File: src/include/usb_flags_pkg.sv
`default_nettype none
package usb_flags_pkg;
    localparam logic [7:0] OFF_DEV_ADDR    = 8'h08;
    localparam logic [7:0] OFF_FLAGS       = 8'h1c;
    localparam logic [7:0] OFF_HOLD_SEL    = 8'h20;
    localparam logic [7:0] OFF_MASKS       = 8'h24;
    localparam logic [7:0] OFF_FRAME_COUNT = 8'h28;
    localparam logic [7:0] OFF_LAST_PID    = 8'h2c;
    localparam logic [7:0] OFF_LAST_EP     = 8'h30;
    localparam logic [7:0] OFF_EP_MARK     = 8'h34;
    localparam logic [7:0] OFF_OTG_MASK    = 8'h38;
    localparam logic [7:0] OFF_PWR_SIG     = 8'h3c;
    localparam logic [7:0] OFF_PHY_CTL     = 8'h40;
    localparam int NUM_FLAGS        = 7;
    localparam int FLAG_TOKEN_OK    = 6;
    localparam int FLAG_SE0         = 5;
    localparam int FLAG_K           = 4;
    localparam int FLAG_J           = 3;
    localparam int FLAG_CRC16       = 2;
    localparam int FLAG_RX_ACTIVE   = 1;
    localparam int FLAG_RX_ERROR    = 0;
    localparam int EP_VALID_BIT     = 4;
    localparam int PHY_NO_PULLDOWN  = 18;
    localparam int PHY_WAKE_SE0     = 13;
    localparam int PHY_WAKE_K       = 12;
    localparam int PHY_FILT_LSB     = 8;
    localparam int PHY_AUTO_RESUME  = 7;
    localparam int PHY_CONF_LSB     = 4;
    localparam logic [31:0] PHY_CTL_WMASK = 32'h0004_3ff0;
    localparam logic [1:0] LS_SE0 = 2'h0;
    localparam logic [1:0] LS_J   = 2'h1;
    localparam logic [1:0] LS_K   = 2'h2;
    localparam logic [4:0] EP_MARK_OR = 5'h10;
    localparam logic [6:0] RESET_ADDR = 7'h00;
endpackage : usb_flags_pkg
`default_nettype wire

File: src/rtl/usb_interface_module.sv
// The implementer's own choice: the address-and-strobe port.
`timescale 1ns/100ps
`default_nettype none
// How it works
// Non-held flags 6 to 2 return to zero at the start of each packet.
// Flag 6 sets on a token with good CRC5, good PID and our address.
// Flags 5, 4, 3 set on line state SE0, K and J.
// Flag 2 sets when a data packet fails CRC16.
// Flag 1 follows receive active, flag 0 follows receive error.
// Held flags keep their value until software writes one to them.
// Non-held flags may be overwritten by later signal changes.
// Each mask field ORs its selected flags onto one output port.
// An 11-bit frame counter is readable and writable in bits 10:0.
// The last received packet identifier is captured in bits 3:0.
// Last endpoint in bits 3:0, bit 4 set when it is valid.
// Marked endpoints are presented on the receive port ORed with 0x10.
// Control bit 18 disables the pull-downs on both wide ports.
// Auto-resume by SE0 sets bit 13; software writes zero to clear.
// Auto-resume by K sets bit 12; software writes zero to clear.
// A line-state change must be stable two to the n clocks first.
// Bit 7 hands resume to the suspend controller, else software polls.
// Control bits 6:4 drive the transceiver configuration pins.
// Tokens are accepted only for the programmed address, zero at reset.
// Port outputs are recomputed every clock from the flag contents.
// Reserved bits read as zero and ignore writes.
module usb_interface_module #(
    parameter int FILT_W = 16
) (
    // Clock and reset.
    input  wire logic        clk,
    input  wire logic        rstn,
    // Register port.
    input  wire logic [7:0]  reg_addr,
    input  wire logic [31:0] reg_wdata,
    input  wire logic        reg_wr,
    input  wire logic        reg_rd,
    output logic      [31:0] reg_rdata,
    // Transceiver side.
    input  wire logic [1:0]  line_state,
    input  wire logic        rx_active,
    input  wire logic        rx_error,
    output logic      [2:0]  transceiver_config_pins,
    output logic             wide_port_pulldown_off,
    // Packet decoder side.
    input  wire logic        pkt_start,
    input  wire logic        token_valid,
    input  wire logic        token_crc5_ok,
    input  wire logic        token_pid_ok,
    input  wire logic [6:0]  token_addr,
    input  wire logic [3:0]  token_endp,
    input  wire logic        pid_valid,
    input  wire logic [3:0]  pid_value,
    input  wire logic        data_crc16_bad,
    input  wire logic        sof_valid,
    input  wire logic [10:0] sof_frame,
    // Suspend controller side.
    input  wire logic        in_suspend,
    output logic             auto_resume,
    output logic      [1:0]  line_state_filt,
    // Flag ports and receive port.
    output logic             flag_out_port_a,
    output logic             flag_out_port_b,
    output logic             flag_out_port_c,
    output logic             flag_out_port_d,
    output logic      [4:0]  rx_endpoint
);

    logic [6:0]  dev_addr_r;
    logic [6:0]  flags_r;
    logic [6:0]  flag_hold_bits_r;
    logic [31:0] masks_r;
    logic [10:0] frame_count_r;
    logic [3:0]  last_pid_r;
    logic [4:0]  last_ep_r;
    logic [15:0] ep_mark_r;
    logic [31:0] otg_mask_value_r;
    logic [8:0]  pwr_sig_r;
    logic [31:0] phy_ctl_r;
    logic [1:0]  ls_cand_r;
    logic [FILT_W-1:0] ls_cnt_r;
    logic [6:0]  flag_evt;
    logic [6:0]  flag_nxt;
    logic        tok_ok;
    logic        wake_se0;
    logic        wake_k;

    function automatic logic hit(input logic [7:0] a);
        hit = reg_wr && (reg_addr == a);
    endfunction : hit

    // Address accepts only matching tokens; zero after reset.
    assign tok_ok = token_valid && token_crc5_ok && token_pid_ok
                    && (token_addr == dev_addr_r);

    always_comb
    begin
        flag_evt = 7'h00;
        flag_evt[usb_flags_pkg::FLAG_TOKEN_OK]  = tok_ok;
        flag_evt[usb_flags_pkg::FLAG_SE0]       = line_state_filt == usb_flags_pkg::LS_SE0;
        flag_evt[usb_flags_pkg::FLAG_K]         = line_state_filt == usb_flags_pkg::LS_K;
        flag_evt[usb_flags_pkg::FLAG_J]         = line_state_filt == usb_flags_pkg::LS_J;
        flag_evt[usb_flags_pkg::FLAG_CRC16]     = data_crc16_bad;
        flag_evt[usb_flags_pkg::FLAG_RX_ACTIVE] = rx_active;
        flag_evt[usb_flags_pkg::FLAG_RX_ERROR]  = rx_error;
    end

    // Held flags set on an event and clear on a written one, event winning.
    // Plain flags 1 and 0 are rewritten with the live level; the others set on an event and drop at packet start.
    always_comb
    begin
        flag_nxt = flags_r;
        for (int i = 0; i < usb_flags_pkg::NUM_FLAGS; i++)
        begin
            if (flag_hold_bits_r[i])
            begin
                if (hit(usb_flags_pkg::OFF_FLAGS) && reg_wdata[i])
                    flag_nxt[i] = 1'b0;
                if (flag_evt[i])
                    flag_nxt[i] = 1'b1;
            end
            else
            begin
                if (i == usb_flags_pkg::FLAG_RX_ACTIVE || i == usb_flags_pkg::FLAG_RX_ERROR)
                    flag_nxt[i] = flag_evt[i];
                else if (flag_evt[i])
                    flag_nxt[i] = 1'b1;
                else if (pkt_start)
                    flag_nxt[i] = 1'b0;
            end
        end
    end

    always_ff @(posedge clk or negedge rstn)
    begin
        if (!rstn)
            flags_r <= 7'h00;
        else
            flags_r <= flag_nxt;
    end

    // Plain control registers.
    always_ff @(posedge clk or negedge rstn)
    begin
        if (!rstn)
        begin
            dev_addr_r       <= usb_flags_pkg::RESET_ADDR;
            flag_hold_bits_r <= 7'h00;
            masks_r          <= 32'h0000_0000;
            ep_mark_r        <= 16'h0000;
            otg_mask_value_r <= 32'h0000_0000;
            pwr_sig_r        <= 9'h000;
        end
        else
        begin
            if (hit(usb_flags_pkg::OFF_DEV_ADDR))
                dev_addr_r <= reg_wdata[6:0];
            if (hit(usb_flags_pkg::OFF_HOLD_SEL))
                flag_hold_bits_r <= reg_wdata[6:0];
            if (hit(usb_flags_pkg::OFF_MASKS))
                masks_r <= reg_wdata;
            if (hit(usb_flags_pkg::OFF_EP_MARK))
                ep_mark_r <= reg_wdata[15:0];
            if (hit(usb_flags_pkg::OFF_OTG_MASK))
                otg_mask_value_r <= reg_wdata;
            if (hit(usb_flags_pkg::OFF_PWR_SIG))
                pwr_sig_r <= reg_wdata[8:0];
        end
    end

    // Frame counter: software write, else loaded from each frame token.
    always_ff @(posedge clk or negedge rstn)
    begin
        if (!rstn)
            frame_count_r <= 11'h000;
        else if (hit(usb_flags_pkg::OFF_FRAME_COUNT))
            frame_count_r <= reg_wdata[10:0];
        else if (sof_valid)
            frame_count_r <= sof_frame;
    end

    always_ff @(posedge clk or negedge rstn)
    begin
        if (!rstn)
        begin
            last_pid_r <= 4'h0;
            last_ep_r  <= 5'h00;
        end
        else
        begin
            if (pid_valid)
                last_pid_r <= pid_value;
            if (tok_ok)
                last_ep_r <= {1'b1, token_endp};
        end
    end

    // Line-state filter: a new value must hold 2**n clocks.
    always_ff @(posedge clk or negedge rstn)
    begin
        if (!rstn)
        begin
            ls_cand_r       <= 2'h1;
            ls_cnt_r        <= '0;
            line_state_filt <= 2'h1;
        end
        else if (line_state != ls_cand_r)
        begin
            ls_cand_r <= line_state;
            ls_cnt_r  <= '0;
        end
        else if (line_state != line_state_filt)
        begin
            if ({1'b0, ls_cnt_r} + 1'b1 >= (FILT_W + 1)'(1) << phy_ctl_r[11:8])
            begin
                line_state_filt <= ls_cand_r;
                ls_cnt_r        <= '0;
            end
            else
                ls_cnt_r <= ls_cnt_r + 1'b1;
        end
    end

    // Automatic resume only while the suspend controller owns wake-up.
    assign wake_se0 = in_suspend && phy_ctl_r[usb_flags_pkg::PHY_AUTO_RESUME]
                      && line_state_filt == usb_flags_pkg::LS_SE0;
    assign wake_k = in_suspend && phy_ctl_r[usb_flags_pkg::PHY_AUTO_RESUME]
                    && line_state_filt == usb_flags_pkg::LS_K;

    always_ff @(posedge clk or negedge rstn)
    begin
        if (!rstn)
            phy_ctl_r <= 32'h0000_0000;
        else
        begin
            if (hit(usb_flags_pkg::OFF_PHY_CTL))
                phy_ctl_r <= reg_wdata & usb_flags_pkg::PHY_CTL_WMASK;
            if (wake_se0)
                phy_ctl_r[usb_flags_pkg::PHY_WAKE_SE0] <= 1'b1;
            if (wake_k)
                phy_ctl_r[usb_flags_pkg::PHY_WAKE_K] <= 1'b1;
        end
    end

    // Registered outputs.
    always_ff @(posedge clk or negedge rstn)
    begin
        if (!rstn)
        begin
            flag_out_port_a         <= 1'b0;
            flag_out_port_b         <= 1'b0;
            flag_out_port_c         <= 1'b0;
            flag_out_port_d         <= 1'b0;
            rx_endpoint             <= 5'h00;
            transceiver_config_pins <= 3'h0;
            wide_port_pulldown_off  <= 1'b0;
            auto_resume             <= 1'b0;
        end
        else
        begin
            flag_out_port_a <= |(flags_r & masks_r[6:0]);
            flag_out_port_b <= |(flags_r & masks_r[14:8]);
            flag_out_port_c <= |(flags_r & masks_r[22:16]);
            flag_out_port_d <= |(flags_r & masks_r[30:24]);
            rx_endpoint <= ep_mark_r[last_ep_r[3:0]]
                           ? ({1'b0, last_ep_r[3:0]} | usb_flags_pkg::EP_MARK_OR)
                           : {1'b0, last_ep_r[3:0]};
            transceiver_config_pins <= phy_ctl_r[6:4];
            wide_port_pulldown_off  <= phy_ctl_r[usb_flags_pkg::PHY_NO_PULLDOWN];
            auto_resume             <= wake_se0 || wake_k;
        end
    end

    // Read port, data one cycle after the strobe.
    always_ff @(posedge clk or negedge rstn)
    begin
        if (!rstn)
            reg_rdata <= 32'h0000_0000;
        else if (reg_rd)
        begin
            case (reg_addr)
                usb_flags_pkg::OFF_DEV_ADDR:    reg_rdata <= {25'h0, dev_addr_r};
                usb_flags_pkg::OFF_FLAGS:       reg_rdata <= {25'h0, flags_r};
                usb_flags_pkg::OFF_HOLD_SEL:    reg_rdata <= {25'h0, flag_hold_bits_r};
                usb_flags_pkg::OFF_MASKS:       reg_rdata <= masks_r;
                usb_flags_pkg::OFF_FRAME_COUNT: reg_rdata <= {21'h0, frame_count_r};
                usb_flags_pkg::OFF_LAST_PID:    reg_rdata <= {28'h0, last_pid_r};
                usb_flags_pkg::OFF_LAST_EP:     reg_rdata <= {27'h0, last_ep_r};
                usb_flags_pkg::OFF_EP_MARK:     reg_rdata <= {16'h0, ep_mark_r};
                usb_flags_pkg::OFF_OTG_MASK:    reg_rdata <= otg_mask_value_r;
                usb_flags_pkg::OFF_PWR_SIG:     reg_rdata <= {23'h0, pwr_sig_r};
                usb_flags_pkg::OFF_PHY_CTL:     reg_rdata <= phy_ctl_r;
                default:                        reg_rdata <= 32'h0000_0000;
            endcase
        end
        else
            reg_rdata <= 32'h0000_0000;
    end

    // Each output port follows its masked flags one clock later.
    flag_port_a_a: assert property (@(posedge clk) disable iff (!rstn)
        1'b1 |=> flag_out_port_a == |($past(flags_r) & $past(masks_r[6:0])))
        else $error("port a does not follow masked flags");
    port_b_a: assert property (@(posedge clk) disable iff (!rstn)
        1'b1 |=> flag_out_port_b == |($past(flags_r) & $past(masks_r[14:8])))
        else $error("port b does not follow masked flags");
    port_c_a: assert property (@(posedge clk) disable iff (!rstn)
        1'b1 |=> flag_out_port_c == |($past(flags_r) & $past(masks_r[22:16])))
        else $error("port c does not follow masked flags");
    port_d_a: assert property (@(posedge clk) disable iff (!rstn)
        1'b1 |=> flag_out_port_d == |($past(flags_r) & $past(masks_r[30:24])))
        else $error("port d does not follow masked flags");
    rx_follow_a: assert property (@(posedge clk) disable iff (!rstn)
        ##1 !$past(flag_hold_bits_r[1]) |-> flags_r[1] == $past(rx_active))
        else $error("flag 1 does not follow receive active");
    rx_error_a: assert property (@(posedge clk) disable iff (!rstn)
        ##1 !$past(flag_hold_bits_r[0]) |-> flags_r[0] == $past(rx_error))
        else $error("flag 0 does not follow receive error");
    held_flag_a: assert property (@(posedge clk) disable iff (!rstn)
        flag_hold_bits_r[3] && flags_r[3] && !(reg_wr && reg_addr == usb_flags_pkg::OFF_FLAGS)
        |=> flags_r[3])
        else $error("held flag dropped without a write");
    held_clear_a: assert property (@(posedge clk) disable iff (!rstn)
        flag_hold_bits_r[4] && reg_wr && reg_addr == usb_flags_pkg::OFF_FLAGS && reg_wdata[4]
        && line_state_filt != usb_flags_pkg::LS_K |=> !flags_r[4])
        else $error("held flag not cleared by a written one");
    set_wins_a: assert property (@(posedge clk) disable iff (!rstn)
        flag_hold_bits_r[4] && line_state_filt == usb_flags_pkg::LS_K |=> flags_r[4])
        else $error("held flag event lost");
    pkt_clear_a: assert property (@(posedge clk) disable iff (!rstn)
        pkt_start && !flag_hold_bits_r[2] && !data_crc16_bad |=> !flags_r[2])
        else $error("plain flag survived packet start");
    token_flag_a: assert property (@(posedge clk) disable iff (!rstn)
        token_valid && token_crc5_ok && token_pid_ok && token_addr == dev_addr_r
        |=> flags_r[6] && last_ep_r[4])
        else $error("good token not flagged");
    ep_stable_a: assert property (@(posedge clk) disable iff (!rstn)
        !tok_ok |=> $stable(last_ep_r))
        else $error("endpoint changed without an accepted token");
    // Registered copies of the control and capture registers.
    conf_pins_a: assert property (@(posedge clk) disable iff (!rstn)
        ##1 transceiver_config_pins == $past(phy_ctl_r[6:4]))
        else $error("config pins do not follow control");
    pulldown_a: assert property (@(posedge clk) disable iff (!rstn)
        ##1 wide_port_pulldown_off == $past(phy_ctl_r[usb_flags_pkg::PHY_NO_PULLDOWN]))
        else $error("pulldown control does not follow control");
    reserved_a: assert property (@(posedge clk) disable iff (!rstn)
        (phy_ctl_r & ~usb_flags_pkg::PHY_CTL_WMASK) == 32'h0000_0000)
        else $error("reserved control bit set");
    wake_k_a: assert property (@(posedge clk) disable iff (!rstn)
        wake_k |=> phy_ctl_r[12])
        else $error("wake by k not recorded");
    wake_se0_a: assert property (@(posedge clk) disable iff (!rstn)
        wake_se0 |=> phy_ctl_r[13])
        else $error("wake by se0 not recorded");
    auto_off_a: assert property (@(posedge clk) disable iff (!rstn)
        !phy_ctl_r[usb_flags_pkg::PHY_AUTO_RESUME] |=> !auto_resume)
        else $error("auto resume while software owns wake-up");
    filt_take_a: assert property (@(posedge clk) disable iff (!rstn)
        $changed(line_state_filt) |-> line_state_filt == $past(line_state))
        else $error("filtered line state took an unstable value");
    pid_capture_a: assert property (@(posedge clk) disable iff (!rstn)
        pid_valid |=> last_pid_r == $past(pid_value))
        else $error("pid not captured");
    pid_stable_a: assert property (@(posedge clk) disable iff (!rstn)
        !pid_valid |=> $stable(last_pid_r))
        else $error("pid changed without a packet");
    frame_write_a: assert property (@(posedge clk) disable iff (!rstn)
        reg_wr && reg_addr == usb_flags_pkg::OFF_FRAME_COUNT |=> frame_count_r == $past(reg_wdata[10:0]))
        else $error("frame counter write lost");
    frame_sof_a: assert property (@(posedge clk) disable iff (!rstn)
        sof_valid && !(reg_wr && reg_addr == usb_flags_pkg::OFF_FRAME_COUNT)
        |=> frame_count_r == $past(sof_frame))
        else $error("frame counter not loaded from frame token");
    ep_mark_a: assert property (@(posedge clk) disable iff (!rstn)
        1'b1 |=> rx_endpoint == ({1'b0, $past(last_ep_r[3:0])}
        | ($past(ep_mark_r[last_ep_r[3:0]]) ? usb_flags_pkg::EP_MARK_OR : 5'h00)))
        else $error("receive port endpoint wrong");

endmodule : usb_interface_module
`default_nettype wire

File: config.mk
export PLATFORM = sky130hd
export DESIGN_NAME = usb_interface_module
export DESIGN_NICKNAME = d
export VERILOG_FILES = /design/src/include/usb_flags_pkg.sv /design/src/rtl/usb_interface_module.sv
export SDC_FILE = /design/constraint.sdc
export NUM_CORES = 1
export LEC_CHECK = 0
export BUFFER_PORTS_ARGS = -buffer_cell sky130_fd_sc_hd__clkbuf_2
export CORE_ASPECT_RATIO = 1.1
export CORE_MARGIN = 2
export CORE_UTILIZATION = 50
export CTS_CLUSTER_SIZE = 20
export DETAILED_ROUTE_END_ITERATION = 12
export PLACE_DENSITY = 0.76
export SETUP_SLACK_MARGIN = 0.02
export SKIP_CTS_REPAIR_TIMING = 1
export SLEW_MARGIN = 15
export SYNTH_ARGS = -nofsm -noshare
export SYNTH_HDL_FRONTEND = slang
export SYNTH_SLANG_ARGS = --single-unit
export TNS_END_PERCENT = 5
File: constraint.sdc
create_clock -name clk -period 3.96 [get_ports clk]
set_input_delay 0.792 -clock clk [delete_from_list [all_inputs] [get_ports clk]]
set_output_delay 0.792 -clock clk [all_outputs]
set_load 0.01 [all_outputs]
==> results of run 1 <==
power breakdown:
group	switching (W)	internal (W)	total, W
Combinational	0.000211	0.000182	0.000393
Sequential	0.000157	0.00224	0.00240
Clock	0.000825	0.00133	0.00215
metrics by stage:
| step | setup slack, ps | power (W) | cells | hold slack [ps] | utilization, % |
|---|---|---|---|---|---|
| floorplan | 1011 | 0.002584 | 750 | 351.9 | - |
| global placement | 693.9 | 0.002806 | 1098 | 391.3 | 56.17 |
| detailed placement | 594.3 | 0.002822 | 1098 | 402.2 | 56.17 |
| CTS | 578.3 | 0.004961 | 1136 | 318.6 | 60.32 |
| global route | 300.0 | 0.005103 | 1136 | 336.8 | 60.32 |
| finish | 595.9 | 0.004946 | 1136 | 287.4 | 60.32 |
final cells by class:
| type | count | area share, % |
|---|---|---|
| clock buffers | 33 | 5.870 |
| clock inverters | 5 | 1.003 |
| inverters | 5 | 0.1690 |
| multi-input cells | 499 | 36.54 |
| flip-flops and latches | 207 | 46.66 |
| well taps | 243 | 2.738 |
| repair buffers | 144 | 7.019 |
layer usage:
metal	routed length (um)	vias to the layer above
met1	10080	3522
met5	0	-
met2	12200	299
li1	-	3083
met4	879	0
met3	1470	60
final timing paths:
path,startpoint,to,slack [ps],cells after the start
max reg2reg,ls_cnt_r[0],line_state_filt[1],600,13
max,ls_cnt_r[0],line_state_filt[1],600,13
max in group asynchronous,rstn,line_state_filt[0],2710,2
min reg2reg,phy_ctl_r[18],wide_port_pulldown_off,410,0
min in group clk,phy_ctl_r[18],wide_port_pulldown_off,410,0
min,rstn,ls_cnt_r[7],290,1
worst max-delay path: cells and delay by family, from the launching register on:
kind | cells | cell delay [ps]
DFF | 1 | 430
adders and majority gates | 2 | 500
muxes | 1 | 340
and+or+nand+nor | 8 | 1390
AOI/OAI and AO/OA | 2 | 610
flip-flops by register name, summed over array words and instances, names as in the netlist, 2 cells and up:
register and count:
ls_cnt_r 16, transceiver_config_pins 3, flag_hold_bits_r 7, frame_count_r 11, last_pid_r 4, reg_rdata 32
ep_mark_r 16, rx_endpoint 5, phy_ctl_r 11, ls_cand_r 2, dev_addr_r 7, masks_r 32
pwr_sig_r 9, last_ep_r 5, flags_r 7, line_state_filt 2, otg_mask_value_r 32
cell usage in the layout, fill, tap and decap left out, types with 5 or more instances in the layout:
cell                        instances
sky130_fd_sc_hd__dfrtp_1          205
sky130_fd_sc_hd__clkbuf_2         128
sky130_fd_sc_hd__mux2_2            92
sky130_fd_sc_hd__a22oi_1           51
sky130_fd_sc_hd__nor2_1            47
sky130_fd_sc_hd__nand2_1           34
sky130_fd_sc_hd__mux2_1            31
sky130_fd_sc_hd__a21oi_1           24
sky130_fd_sc_hd__clkbuf_16         22
sky130_fd_sc_hd__nand3_1           20
sky130_fd_sc_hd__mux2i_1           17
sky130_fd_sc_hd__ha_1              17
sky130_fd_sc_hd__a222oi_1          15
sky130_fd_sc_hd__buf_4             14
sky130_fd_sc_hd__a31oi_1           13
sky130_fd_sc_hd__a22o_1            13
sky130_fd_sc_hd__xnor2_1           12
sky130_fd_sc_hd__o21ai_0           12
sky130_fd_sc_hd__nand4_1           11
sky130_fd_sc_hd__xor2_1            10
sky130_fd_sc_hd__mux4_2             8
sky130_fd_sc_hd__clkbuf_8           7
sky130_fd_sc_hd__and3_1             6
sky130_fd_sc_hd__nor2b_1            5
sky130_fd_sc_hd__nand2b_1           5
sky130_fd_sc_hd__nor3_1             5
sky130_fd_sc_hd__or2_2              5
sky130_fd_sc_hd__inv_1              5
sky130_fd_sc_hd__a21o_1             5
sky130_fd_sc_hd__clkbuf_1           5
kinds of logic (layout without fill, tap and decap cells):
group | count (synthesis) | in the layout | synth area share, %
AO/OA/AOI/OAI | 150 | 150 | 11.45
flip-flops | 207 | 207 | 55.04
AND/OR/NAND/NOR | 162 | 162 | 8.836
adder cells (fa/ha/maj) | 17 | 17 | 2.259
buffers and inverters | 44 | 187 | 1.940
multiplexers | 148 | 148 | 18.43
XOR/XNOR | 22 | 22 | 2.046
==> insert_results.sql, run 1 <==
INSERT INTO impl_metrics (metric_group, metric, value, unit) VALUES
('run_status', 'outcome', 'finished, final reports clean', ''),
('logic_synthesis', 'syn_nets', '849', ''),
('clock_tree', 'tritoncts_num_sinks', '207', ''),
('drt', 'via_count', '6964', ''),
('global_routing', 'globalRouteMet2Util', '42.41', '%'),
('logic_synthesis', 'ys_warn_count', '0', ''),
('worst_setup_path', 'path_class', 'reg2reg', ''),
('timing', 'clock.fmax', '297.3', 'MHz'),
('global_routing', 'grt_start_max_net_pins', '89', ''),
('timing', 'finalHoldViolations', '0', ''),
('timing', 'tightest_slew', '910.2', 'ps'),
('logic_synthesis', 'synth-async-reset-ratio', '100.0', '%'),
('global_routing', 'globalRouteTotalUtil', '25.18', '%'),
('pwr', 'power.ir.vdd_worst', '0.2897', 'mV'),
('logic_synthesis', 'netlist_area', '9417', 'um^2'),
('pwr', 'p_per_area', '445.4', 'nW/um^2'),
('pwr', 'static-leakage-power', '5.439', 'nW'),
('logic_synthesis', 'synth_top_cells_by_count', 'sky130_fd_sc_hd__dfrtp_1, sky130_fd_sc_hd__mux2_2, sky130_fd_sc_hd__a22oi_1', ''),
('clock_tree', 'clk_latency', '510', 'ps'),
('floorplan', 'core.rowCount', '52', ''),
('floorplan', 'initial_cell_density_of_the_core', '51.14', '%'),
('worst_setup_path', 'timing.critical_path.slowest_stage_cell', 'sky130_fd_sc_hd__dfrtp_1', ''),
('clock_tree', 'cts_max_path_buffers', '3', ''),
('placement', 'gp_congestion', '0.8601', ''),
('clock_tree', 'clk_root_buffer_cell', 'sky130_fd_sc_hd__clkbuf_16', ''),
('global_routing', 'grt_util_met1', '33.26', '%'),
('global_routing', 'grt-ovfl-total', '0', ''),
('worst_setup_path', 'endpoint_kind', 'flop', ''),
('logic_synthesis', 'dominantRegCellSynth', 'sky130_fd_sc_hd__dfrtp_1', ''),
('job', 'max_cap_violations', '0', ''),
('floorplan', 'die_y', '147.9', 'um'),
('timing', 'slew-limit-headroom', '39.11', '%'),
('timing', 'final.setup.tns', '0', 'ps'),
('timing', 'rsz0062_at_grt', 'no', ''),
('clock_tree', 'tritoncts.num_buffers', '22', ''),
('logic_synthesis', 'yosysMostFrequentCell', 'sky130_fd_sc_hd__dfrtp_1', ''),
('drt', 'ant_nets', '0', ''),
('global_routing', 'most_used_routing_layer_in_global_routing', 'met2', ''),
('clock_tree', 'cts.reportedPaths.clkPinSlew', '60', 'ps'),
('timing', 'fin_worst_skew', '12.42', 'ps'),
('timing', 'final_min_period_over_clock_period', '84.95', '%'),
('layout', 'finish.net_count', '978', ''),
('placement', 'portBuffers', '129', ''),
('logic_synthesis', 'synth_top_cell_area_share', '54.48', '%'),
('floorplan', 'core_region_area', '18410', 'um^2'),
('floorplan', 'ioPinCount', '130', ''),
('worst_setup_path', 'critical_path.startpoint_type', 'flop', ''),
('layout', 'seq_area', '5182', 'um^2'),
('clock_tree', 'cts_tree', 'done', ''),
('layout', 'multiInputGateArea', '4058', 'um^2'),
('logic_synthesis', 'post_synth.cell_area_avg', '12.56', 'um^2'),
('logic_synthesis', 'synth_enable_flop_cells', '0', ''),
('timing', 'fin_crit', '3364', 'ps'),
('layout', 'syn_to_final_growth', '17.94', '%'),
('min_path', 'class_of_the_most_critical_hold_timing_path', 'in2async', ''),
('placement', 'detailed_place.area', '10340', 'um^2'),
('global_routing', 'grt_antenna_before_repair', '0', ''),
('drt', 'wl', '24630', 'um'),
('global_routing', 'via_count_of_the_first_global_routing_pass', '7118', ''),
('drt', 'viasPerCell', '6.130', ''),
('logic_synthesis', 'synth-seq-cells', '207', ''),
('logic_synthesis', 'synthesis.instances', '750', ''),
('floorplan', 'fp.dieW', '134.8', 'um'),
('layout', 'antennaDiodeCount', '0', ''),
('worst_setup_path', 'worstPathMaxFanout', '6', ''),
('clock_tree', 'clock_tree.htree_level_count', '1', ''),
('drt', 'post_drt_wl_per_cell', '21.68', 'um'),
('placement', 'place.detailed.hpwl', '16600', 'um'),
('worst_setup_path', 'timing.critical_path.cells', 'ha_1, nand4_1, nor2_1, nand4_1, or2_2, nand2_1, ha_1, nand4_1, nor4_1, a221oi_1, o2111ai_1, nand2b_1, mux2_2', ''),
('layout', 'fill_cells', '1464', ''),
('layout', 'layout_cells_sized_above_1', '33.15', '%');
Power figures use the tool's default switching activity.
==> inputs of run 2 (changes only) <==
- PLACE_DENSITY: 0.76 -> 0.79
- clock period: 3.96 -> 2.8 ns (I/O delays scaled with it)
==> run 2 against run 1 <==
- the flow now finishes with violations (negative setup slack)
- critical path type unchanged
- sequential power up 42%
- global-route usage up 0.57 points
- critical path depth increased by 1
- highest routed layer unchanged
- clock power grew 43%
- cell count is 4.0% higher
- worst hold slack worse by 200 ps
- combinational power grew 55%
- maximum frequency is 14% higher
- worst setup slack worse by 750 ps
- non-clock buffer count increased by 43
- total power increased by 43%
- first-iteration DRC count shrank 8.9%
- largest power group unchanged
==> insert_results.sql, run 2 (synthesis results as in run 1) <==
INSERT INTO impl_metrics (metric_group, metric, value, unit) VALUES
('run_status', 'outcome', 'complete, but fails checks', ''),
('run_status', 'failing_checks', 'negative setup slack', ''),
('global_routing', 'grt_antenna_before_repair', '0', ''),
('worst_setup_path', 'timing.critical_path.cells', 'ha_4, nand4_1, nor2_2, nand4_1, or2_4, nand2_2, ha_4, nand4_1, nor4_2, a221oi_2, o2111ai_2, nor2_1, buf_4, a22o_1', ''),
('timing', 'finalHoldViolations', '0', ''),
('clock_tree', 'clk_latency', '510', 'ps'),
('worst_setup_path', 'endpoint_kind', 'flop', ''),
('timing', 'final_critical_path_setup_slack', '-155.1', 'ps'),
('floorplan', 'ioPinCount', '130', ''),
('pwr', 'p_per_area', '611.2', 'nW/um^2'),
('timing', 'final_min_period_over_clock_period', '105.5', '%'),
('clock_tree', 'cts_max_path_buffers', '3', ''),
('floorplan', 'initial_cell_density_of_the_core', '51.14', '%'),
('timing', 'slew-limit-headroom', '58.58', '%'),
('floorplan', 'die_y', '147.9', 'um'),
('placement', 'pre_cts_slack', '-133.3', 'ps'),
('layout', 'layout_cells_sized_above_1', '37.74', '%'),
('timing', 'fin_worst_skew', '13.72', 'ps'),
('worst_setup_path', 'timing.critical_path.mode_cell', 'sky130_fd_sc_hd__nand4_1', ''),
('drt', 'ant_nets', '0', ''),
('clock_tree', 'clk_root_buffer_cell', 'sky130_fd_sc_hd__clkbuf_16', ''),
('layout', 'syn_to_final_growth', '22.89', '%'),
('global_routing', 'grt_start_max_net_pins', '73', ''),
('timing', 'fin_crit', '2955', 'ps'),
('timing', 'clock.fmax', '338.4', 'MHz'),
('layout', 'layout.cells.most_common', 'sky130_fd_sc_hd__dfrtp_1', ''),
('clock_tree', 'tritoncts_num_sinks', '207', ''),
('layout', 'stdcell_count', '1181', ''),
('placement', 'placed_cells', '1137', ''),
('worst_setup_path', 'critical_path.startpoint_type', 'flop', ''),
('drt', 'remaining_drcs', '0', ''),
('global_routing', 'via_count_of_the_first_global_routing_pass', '7323', ''),
('clock_tree', 'cts_tree', 'done', ''),
('placement', 'portBuffers', '129', ''),
('layout', 'top_registers', 'masks_r: 32 flops, otg_mask_value_r: 32 flops, reg_rdata: 32 flops', ''),
('worst_setup_path', 'ff2ff_setup_slack', '-160', 'ps'),
('global_routing', 'globalRouteTotalUtil', '25.75', '%'),
('clock_tree', 'clock_tree.htree_level_count', '1', ''),
('clock_tree', 'tritoncts.num_buffers', '22', ''),
('drt', 'via_count', '7164', ''),
('timing', 'final_hold_slack', '90.39', 'ps'),
('layout', 'finish.net_count', '1021', ''),
('floorplan', 'fp.dieArea', '19950', 'um^2'),
('drt', 'post_drt_wl_per_cell', '21.60', 'um'),
('layout', 'layout.cells.most_common_list', 'sky130_fd_sc_hd__dfrtp_1, sky130_fd_sc_hd__clkbuf_2, sky130_fd_sc_hd__mux2_2, sky130_fd_sc_hd__buf_4, sky130_fd_sc_hd__a22oi_1', ''),
('worst_setup_path', 'reg2reg_from', 'ls_cnt_r[0]', ''),
('drt', 'drt_first_iter_violations', '627', ''),
('timing', 'timing_max_transition_violations_final', '0', ''),
('drt', 'viasPerCell', '6.066', ''),
('timing', 'rsz0062_at_grt', 'yes', ''),
('layout', 'fill_cells', '1407', ''),
('worst_setup_path', 'path_class', 'reg2reg', ''),
('global_routing', 'grt-ovfl-total', '0', ''),
('pwr', 'totalPowerFinal', '0.007073', 'W'),
('drt', 'wl', '25510', 'um'),
('min_path', 'class_of_the_most_critical_hold_timing_path', 'in2async', ''),
('worst_setup_path', 'timing.critical_path.slowest_stage_cell', 'sky130_fd_sc_hd__dfrtp_1', ''),
('global_routing', 'grt_first_pass_wirelength', '40040', 'um'),
('worst_setup_path', 'r2r_cells', '14', ''),
('drt', 'drt_first_pass_iters', '5', ''),
('floorplan', 'core.rowCount', '52', ''),
('placement', 'gp_congestion', '0.9177', ''),
('pwr', 'static-leakage-power', '5.696', 'nW'),
('layout', 'antennaDiodeCount', '0', ''),
('timing', 'tightest_slew', '621.2', 'ps'),
('worst_setup_path', 'crit_path_max_incr_delay', '420', 'ps'),
('layout', 'post-route-util', '62.85', '%'),
('placement', 'place.detailed.hpwl', '17570', 'um'),
('floorplan', 'fp.dieW', '134.8', 'um'),
('worst_setup_path', 'r2r_end', 'ls_cnt_r[4]', ''),
('worst_setup_path', 'worst-endpoint-arrival', '3350', 'ps'),
('worst_setup_path', 'required', '3190', 'ps'),
('pwr', 'power.ir.vdd_worst', '0.5129', 'mV'),
('clock_tree', 'cts.reportedPaths.clkPinSlew', '60', 'ps'),
('worst_setup_path', 'worstPathMaxFanout', '12', ''),
('timing', 'setup_violation_total_in_the_final_timing_report', '18', ''),
('job', 'max_cap_violations', '0', ''),
('floorplan', 'core_region_area', '18410', 'um^2');
-- run 2: cell count changes in the layout (fill, tap and decap cells not counted), moves of 3 or more --
cell                     before  now
sky130_fd_sc_hd__buf_12       1    4
sky130_fd_sc_hd__buf_4       14   54
sky130_fd_sc_hd__ha_1        17   14
sky130_fd_sc_hd__ha_4         0    3
sky130_fd_sc_hd__or2_2        5    2
sky130_fd_sc_hd__or2_4        0    3
-- run 2: power breakdown --
| part | switching, W | internal [W] | total [W] |
|---|---|---|---|
| combinational | 0.000318 | 0.000293 | 0.000611 |
| sequential | 0.000226 | 0.00317 | 0.00340 |
| clock | 0.00118 | 0.00189 | 0.00307 |
| total | 0.00172 | 0.00535 | 0.00707 |
-- run 2: worst max-delay path by stage --
stage | from | end | slack (ps) | depth (start not counted)
6_report | ls_cnt_r[0] | ls_cnt_r[4] | -160 | 14
3_5_place_dp | ls_cnt_r[0] | line_state_filt[1] | -130 | 13
2_1_floorplan | ls_cnt_r[0] | line_state_filt[1] | 20 | 13
3_3_place_gp | ls_cnt_r[1] | ls_cnt_r[0] | -40 | 13
4_1_cts | ls_cnt_r[0] | line_state_filt[1] | -120 | 13
5_1_grt | ls_cnt_r[1] | ls_cnt_r[12] | -400 | 13
-- run 2: layout make-up --
class,instances,area [um^2],share of cell area (%)
clock inverters,7,123.9,1.070
multi-input cells,499,4151,35.87
flip-flops and latches,207,5182,44.78
well taps,243,304.0,2.627
repair buffers,187,1140,9.850
inverters,5,18.77,0.1622
clock buffers,33,651.9,5.633
-- run 2: routing by layer --
layer	track usage [%]	share of wire, %	routed length, um	vias up
met4	9.789	3.4	870	0
met3	3.464	7.1	1819	62
li1	-	-	-	3159
met1	34.00	40	10270	3620
met5	0	0	0	-
met2	43.40	49	12550	323
-- run 2: critical path: cells and delay by family (launching register included) --
family / cells / cell delay [ps]
simple gates: 8 / 1420
compound gates: 3 / 490
flops: 1 / 420
fa+ha+maj: 2 / 300
buf+inv: 1 / 210
-- run 2: metrics by stage --
step           setup TNS (ps)  cell area [um^2]
2_1_floorplan               0              9453
3_3_place_gp           -96.74             10710
3_5_place_dp            -1626             10710
4_1_cts                 -1532             11480
5_1_grt                 -6444             11570
6_report                -2351             11570
==> inputs of run 3 (changes only) <==
- CTS_BUF_LIST: not set -> sky130_fd_sc_hd__clkbuf_16
- GPL_TIMING_DRIVEN: not set -> 0
- TNS_END_PERCENT: 5 -> 1
==> run 3 against run 2 <==
- the flow still finishes with violations (negative setup slack)
- clock power fell by 14%
- worst setup slack worse by 240 ps
- clock-buffer cell count shrank 10
- via count increased by 0.42%
- non-clock buffer count fell by 2
- global-route usage is 0.27 points lower
- combinational power grew 3.9%
- critical path depth decreased by 1
- critical path type unchanged
- largest cell class unchanged
==> insert_results.sql, run 3 (synthesis results as in run 1) <==
INSERT INTO impl_metrics (metric_group, metric, value, unit) VALUES
('job', 'max_cap_violations', '0', ''),
('drt', 'drt_first_pass_iters', '8', ''),
('clock_tree', 'tritoncts.num_buffers', '23', ''),
('global_routing', 'via_count_of_the_first_global_routing_pass', '7323', ''),
('worst_setup_path', 'crit_path_max_incr_delay', '380', 'ps'),
('drt', 'viasPerCell', '6.097', ''),
('layout', 'seq_area', '5186', 'um^2'),
('worst_setup_path', 'timing.critical_path.slowest_stage_cell', 'sky130_fd_sc_hd__dfrtp_2', ''),
('layout', 'layout.cells.most_common_list', 'sky130_fd_sc_hd__dfrtp_1, sky130_fd_sc_hd__clkbuf_2, sky130_fd_sc_hd__mux2_2, sky130_fd_sc_hd__a22oi_1, sky130_fd_sc_hd__nor2_1', ''),
('timing', 'fin_worst_skew', '16.70', 'ps'),
('layout', 'fill_cells', '1410', ''),
('timing', 'finalHoldViolations', '0', ''),
('floorplan', 'core.rowCount', '52', ''),
('pwr', 'power.ir.vdd_worst', '0.4103', 'mV'),
('layout', 'finish.net_count', '1020', ''),
('worst_setup_path', 'endpoint_kind', 'flop', ''),
('placement', 'gp_congestion', '0.9351', ''),
('timing', 'final.setup.tns', '-5203', 'ps'),
('clock_tree', 'clock_tree.htree_level_count', '1', ''),
('drt', 'met2_wirelength', '12840', 'um'),
('run_status', 'failing_checks', 'negative setup slack', ''),
('min_path', 'class_of_the_most_critical_hold_timing_path', 'in2reg', ''),
('global_routing', 'grt_start_max_net_pins', '99', ''),
('timing', 'final_hold_slack', '246.9', 'ps'),
('clock_tree', 'cts_tree', 'done', ''),
('worst_setup_path', 'timing.critical_path.cells', 'and2_4, nand4_1, or2_4, nor2b_2, xor2_2, ha_4, nand3_2, nor4_2, a221oi_2, o2111ai_2, buf_4, nand2b_4, mux2_4', ''),
('placement', 'detailed_place.area', '10460', 'um^2'),
('worst_setup_path', 'required', '3190', 'ps'),
('layout', 'layout.cells.most_common', 'sky130_fd_sc_hd__dfrtp_1', ''),
('worst_setup_path', 'top_delay_family_on_crit_path', 'simple AND/OR/NAND/NOR gates', ''),
('worst_setup_path', 'path_class', 'reg2reg', ''),
('global_routing', 'grt-ovfl-total', '0', ''),
('timing', 'rsz0062_at_grt', 'yes', ''),
('pwr', 'static-leakage-power', '5.539', 'nW'),
('layout', 'multiInputGateArea', '4210', 'um^2'),
('timing', 'setup_violation_total_in_the_final_timing_report', '18', ''),
('worst_setup_path', 'timing.critical_path.buf_inv', '1', ''),
('clock_tree', 'tritoncts_num_sinks', '207', ''),
('drt', 'top_layer', 'met4', ''),
('timing', 'fin_crit', '3195', 'ps'),
('clock_tree', 'cts.reportedPaths.clkPinSlew', '60', 'ps'),
('clock_tree', 'cts_max_path_buffers', '3', ''),
('drt', 'm1_wire_length', '10380', 'um'),
('drt', 'wl', '25870', 'um'),
('clock_tree', 'clk_latency', '510', 'ps'),
('layout', 'syn_to_final_growth', '20.78', '%'),
('worst_setup_path', 'worst-endpoint-arrival', '3580', 'ps'),
('timing', 'final_min_period_over_clock_period', '114.1', '%'),
('global_routing', 'globalRouteTotalUtil', '25.48', '%'),
('clock_tree', 'clk_root_buffer_cell', 'sky130_fd_sc_hd__clkbuf_16', ''),
('drt', 'post_drt_wl_per_cell', '21.92', 'um'),
('timing', 'clock.fmax', '313.0', 'MHz'),
('floorplan', 'core_region_area', '18410', 'um^2'),
('drt', 'remaining_drcs', '0', ''),
('floorplan', 'die_y', '147.9', 'um'),
('placement', 'portBuffers', '128', ''),
('drt', 'ant_nets', '0', ''),
('timing', 'timing_max_transition_violations_final', '0', ''),
('floorplan', 'initial_cell_density_of_the_core', '51.14', '%'),
('timing', 'final_critical_path_setup_slack', '-394.9', 'ps'),
('layout', 'post-route-util', '61.77', '%'),
('layout', 'final_area', '11370', 'um^2'),
('global_routing', 'grt_antenna_before_repair', '0', ''),
('timing', 'tightest_slew', '938.0', 'ps'),
('layout', 'top_registers', 'masks_r: 32 flops, otg_mask_value_r: 32 flops, reg_rdata: 32 flops', ''),
('floorplan', 'ioPinCount', '130', ''),
('floorplan', 'fp.dieArea', '19950', 'um^2'),
('placement', 'pre_cts_slack', '-545.2', 'ps'),
('drt', 'drt_first_iter_violations', '666', ''),
('timing', 'slew-limit-headroom', '36.89', '%'),
('drt', 'route.met3.wl', '1850', 'um'),
('pwr', 'p_per_area', '584.6', 'nW/um^2'),
('placement', 'place.detailed.hpwl', '17550', 'um'),
('worst_setup_path', 'worstPathMaxFanout', '4', ''),
('worst_setup_path', 'critical_path.startpoint_type', 'flop', ''),
('layout', 'layout_cells_sized_above_1', '35.01', '%'),
('global_routing', 'grt_first_pass_wirelength', '39740', 'um'),
('floorplan', 'fp.dieW', '134.8', 'um'),
('drt', 'via_count', '7194', ''),
('run_status', 'outcome', 'complete, but fails checks', ''),
('layout', 'antennaDiodeCount', '0', '');
-- run 3: changes by cell type in the layout (fill, tap and decap cells not counted), moves of 3 or more --
cell,before,now
sky130_fd_sc_hd__clkinv_1,0,4
sky130_fd_sc_hd__buf_2,0,9
sky130_fd_sc_hd__clkbuf_8,7,1
sky130_fd_sc_hd__dfrtp_1,205,202
sky130_fd_sc_hd__buf_4,54,16
sky130_fd_sc_hd__clkbuf_1,5,25
sky130_fd_sc_hd__inv_1,5,13
sky130_fd_sc_hd__dfrtp_2,0,3
sky130_fd_sc_hd__buf_12,4,0
sky130_fd_sc_hd__bufinv_16,3,0
-- run 3: path summary, 6_finish.rpt --
check	from	end	slack, ps	cells after the start
worst min register to register	last_ep_r[0]	rx_endpoint[0]	370	0
max in group asynchronous	rstn	frame_count_r[2]	1490	3
worst min-delay path	data_crc16_bad	flags_r[2]	250	2
worst max register to register	ls_cnt_r[3]	line_state_filt[1]	-390	13
worst max-delay path	ls_cnt_r[3]	line_state_filt[1]	-390	13
min in group asynchronous	rstn	ls_cnt_r[4]	540	2
-- run 3: layout make-up --
cell class | count | share of cell area, %
Buffer | 39 | 1.496
Clock buffer | 23 | 5.061
Clock inverter | 18 | 0.7151
Inverter | 5 | 0.1650
Multi-Input combinational cell | 499 | 37.02
Sequential cell | 207 | 45.60
Tap cell | 243 | 2.673
Timing Repair Buffer | 146 | 7.272
-- run 3: worst register-to-register path, stage by stage (launching register included) --
cell	delay [ps]
sky130_fd_sc_hd__dfrtp_2	380
sky130_fd_sc_hd__and2_4	160
sky130_fd_sc_hd__nand4_1	210
sky130_fd_sc_hd__or2_4	360
sky130_fd_sc_hd__nor2b_2	170
sky130_fd_sc_hd__xor2_2	270
sky130_fd_sc_hd__ha_4	260
sky130_fd_sc_hd__nand3_2	90
sky130_fd_sc_hd__nor4_2	60
sky130_fd_sc_hd__a221oi_2	310
sky130_fd_sc_hd__o2111ai_2	230
sky130_fd_sc_hd__buf_4	210
sky130_fd_sc_hd__nand2b_4	70
sky130_fd_sc_hd__mux2_4	290
-- run 3: power breakdown --
part	leakage, nW	internal (W)	switching [W]
clock	0.353	0.00148	0.00116
sequential	2.80	0.00317	0.000195
combinational	2.38	0.000287	0.000348
-- run 3: through the flow --
step           cells  power, W
2_1_floorplan    750  0.003657
3_3_place_gp    1121  0.003970
3_5_place_dp    1123  0.004005
4_1_cts         1164  0.006631
5_1_grt         1180  0.006880
6_report        1180  0.006649
-- run 3: layer usage --
metal	global-route usage, %	vias up
met1	33.90	3632
met2	42.82	321
met5	0	-
met4	9.474	0
met3	3.361	70
li1	-	3171
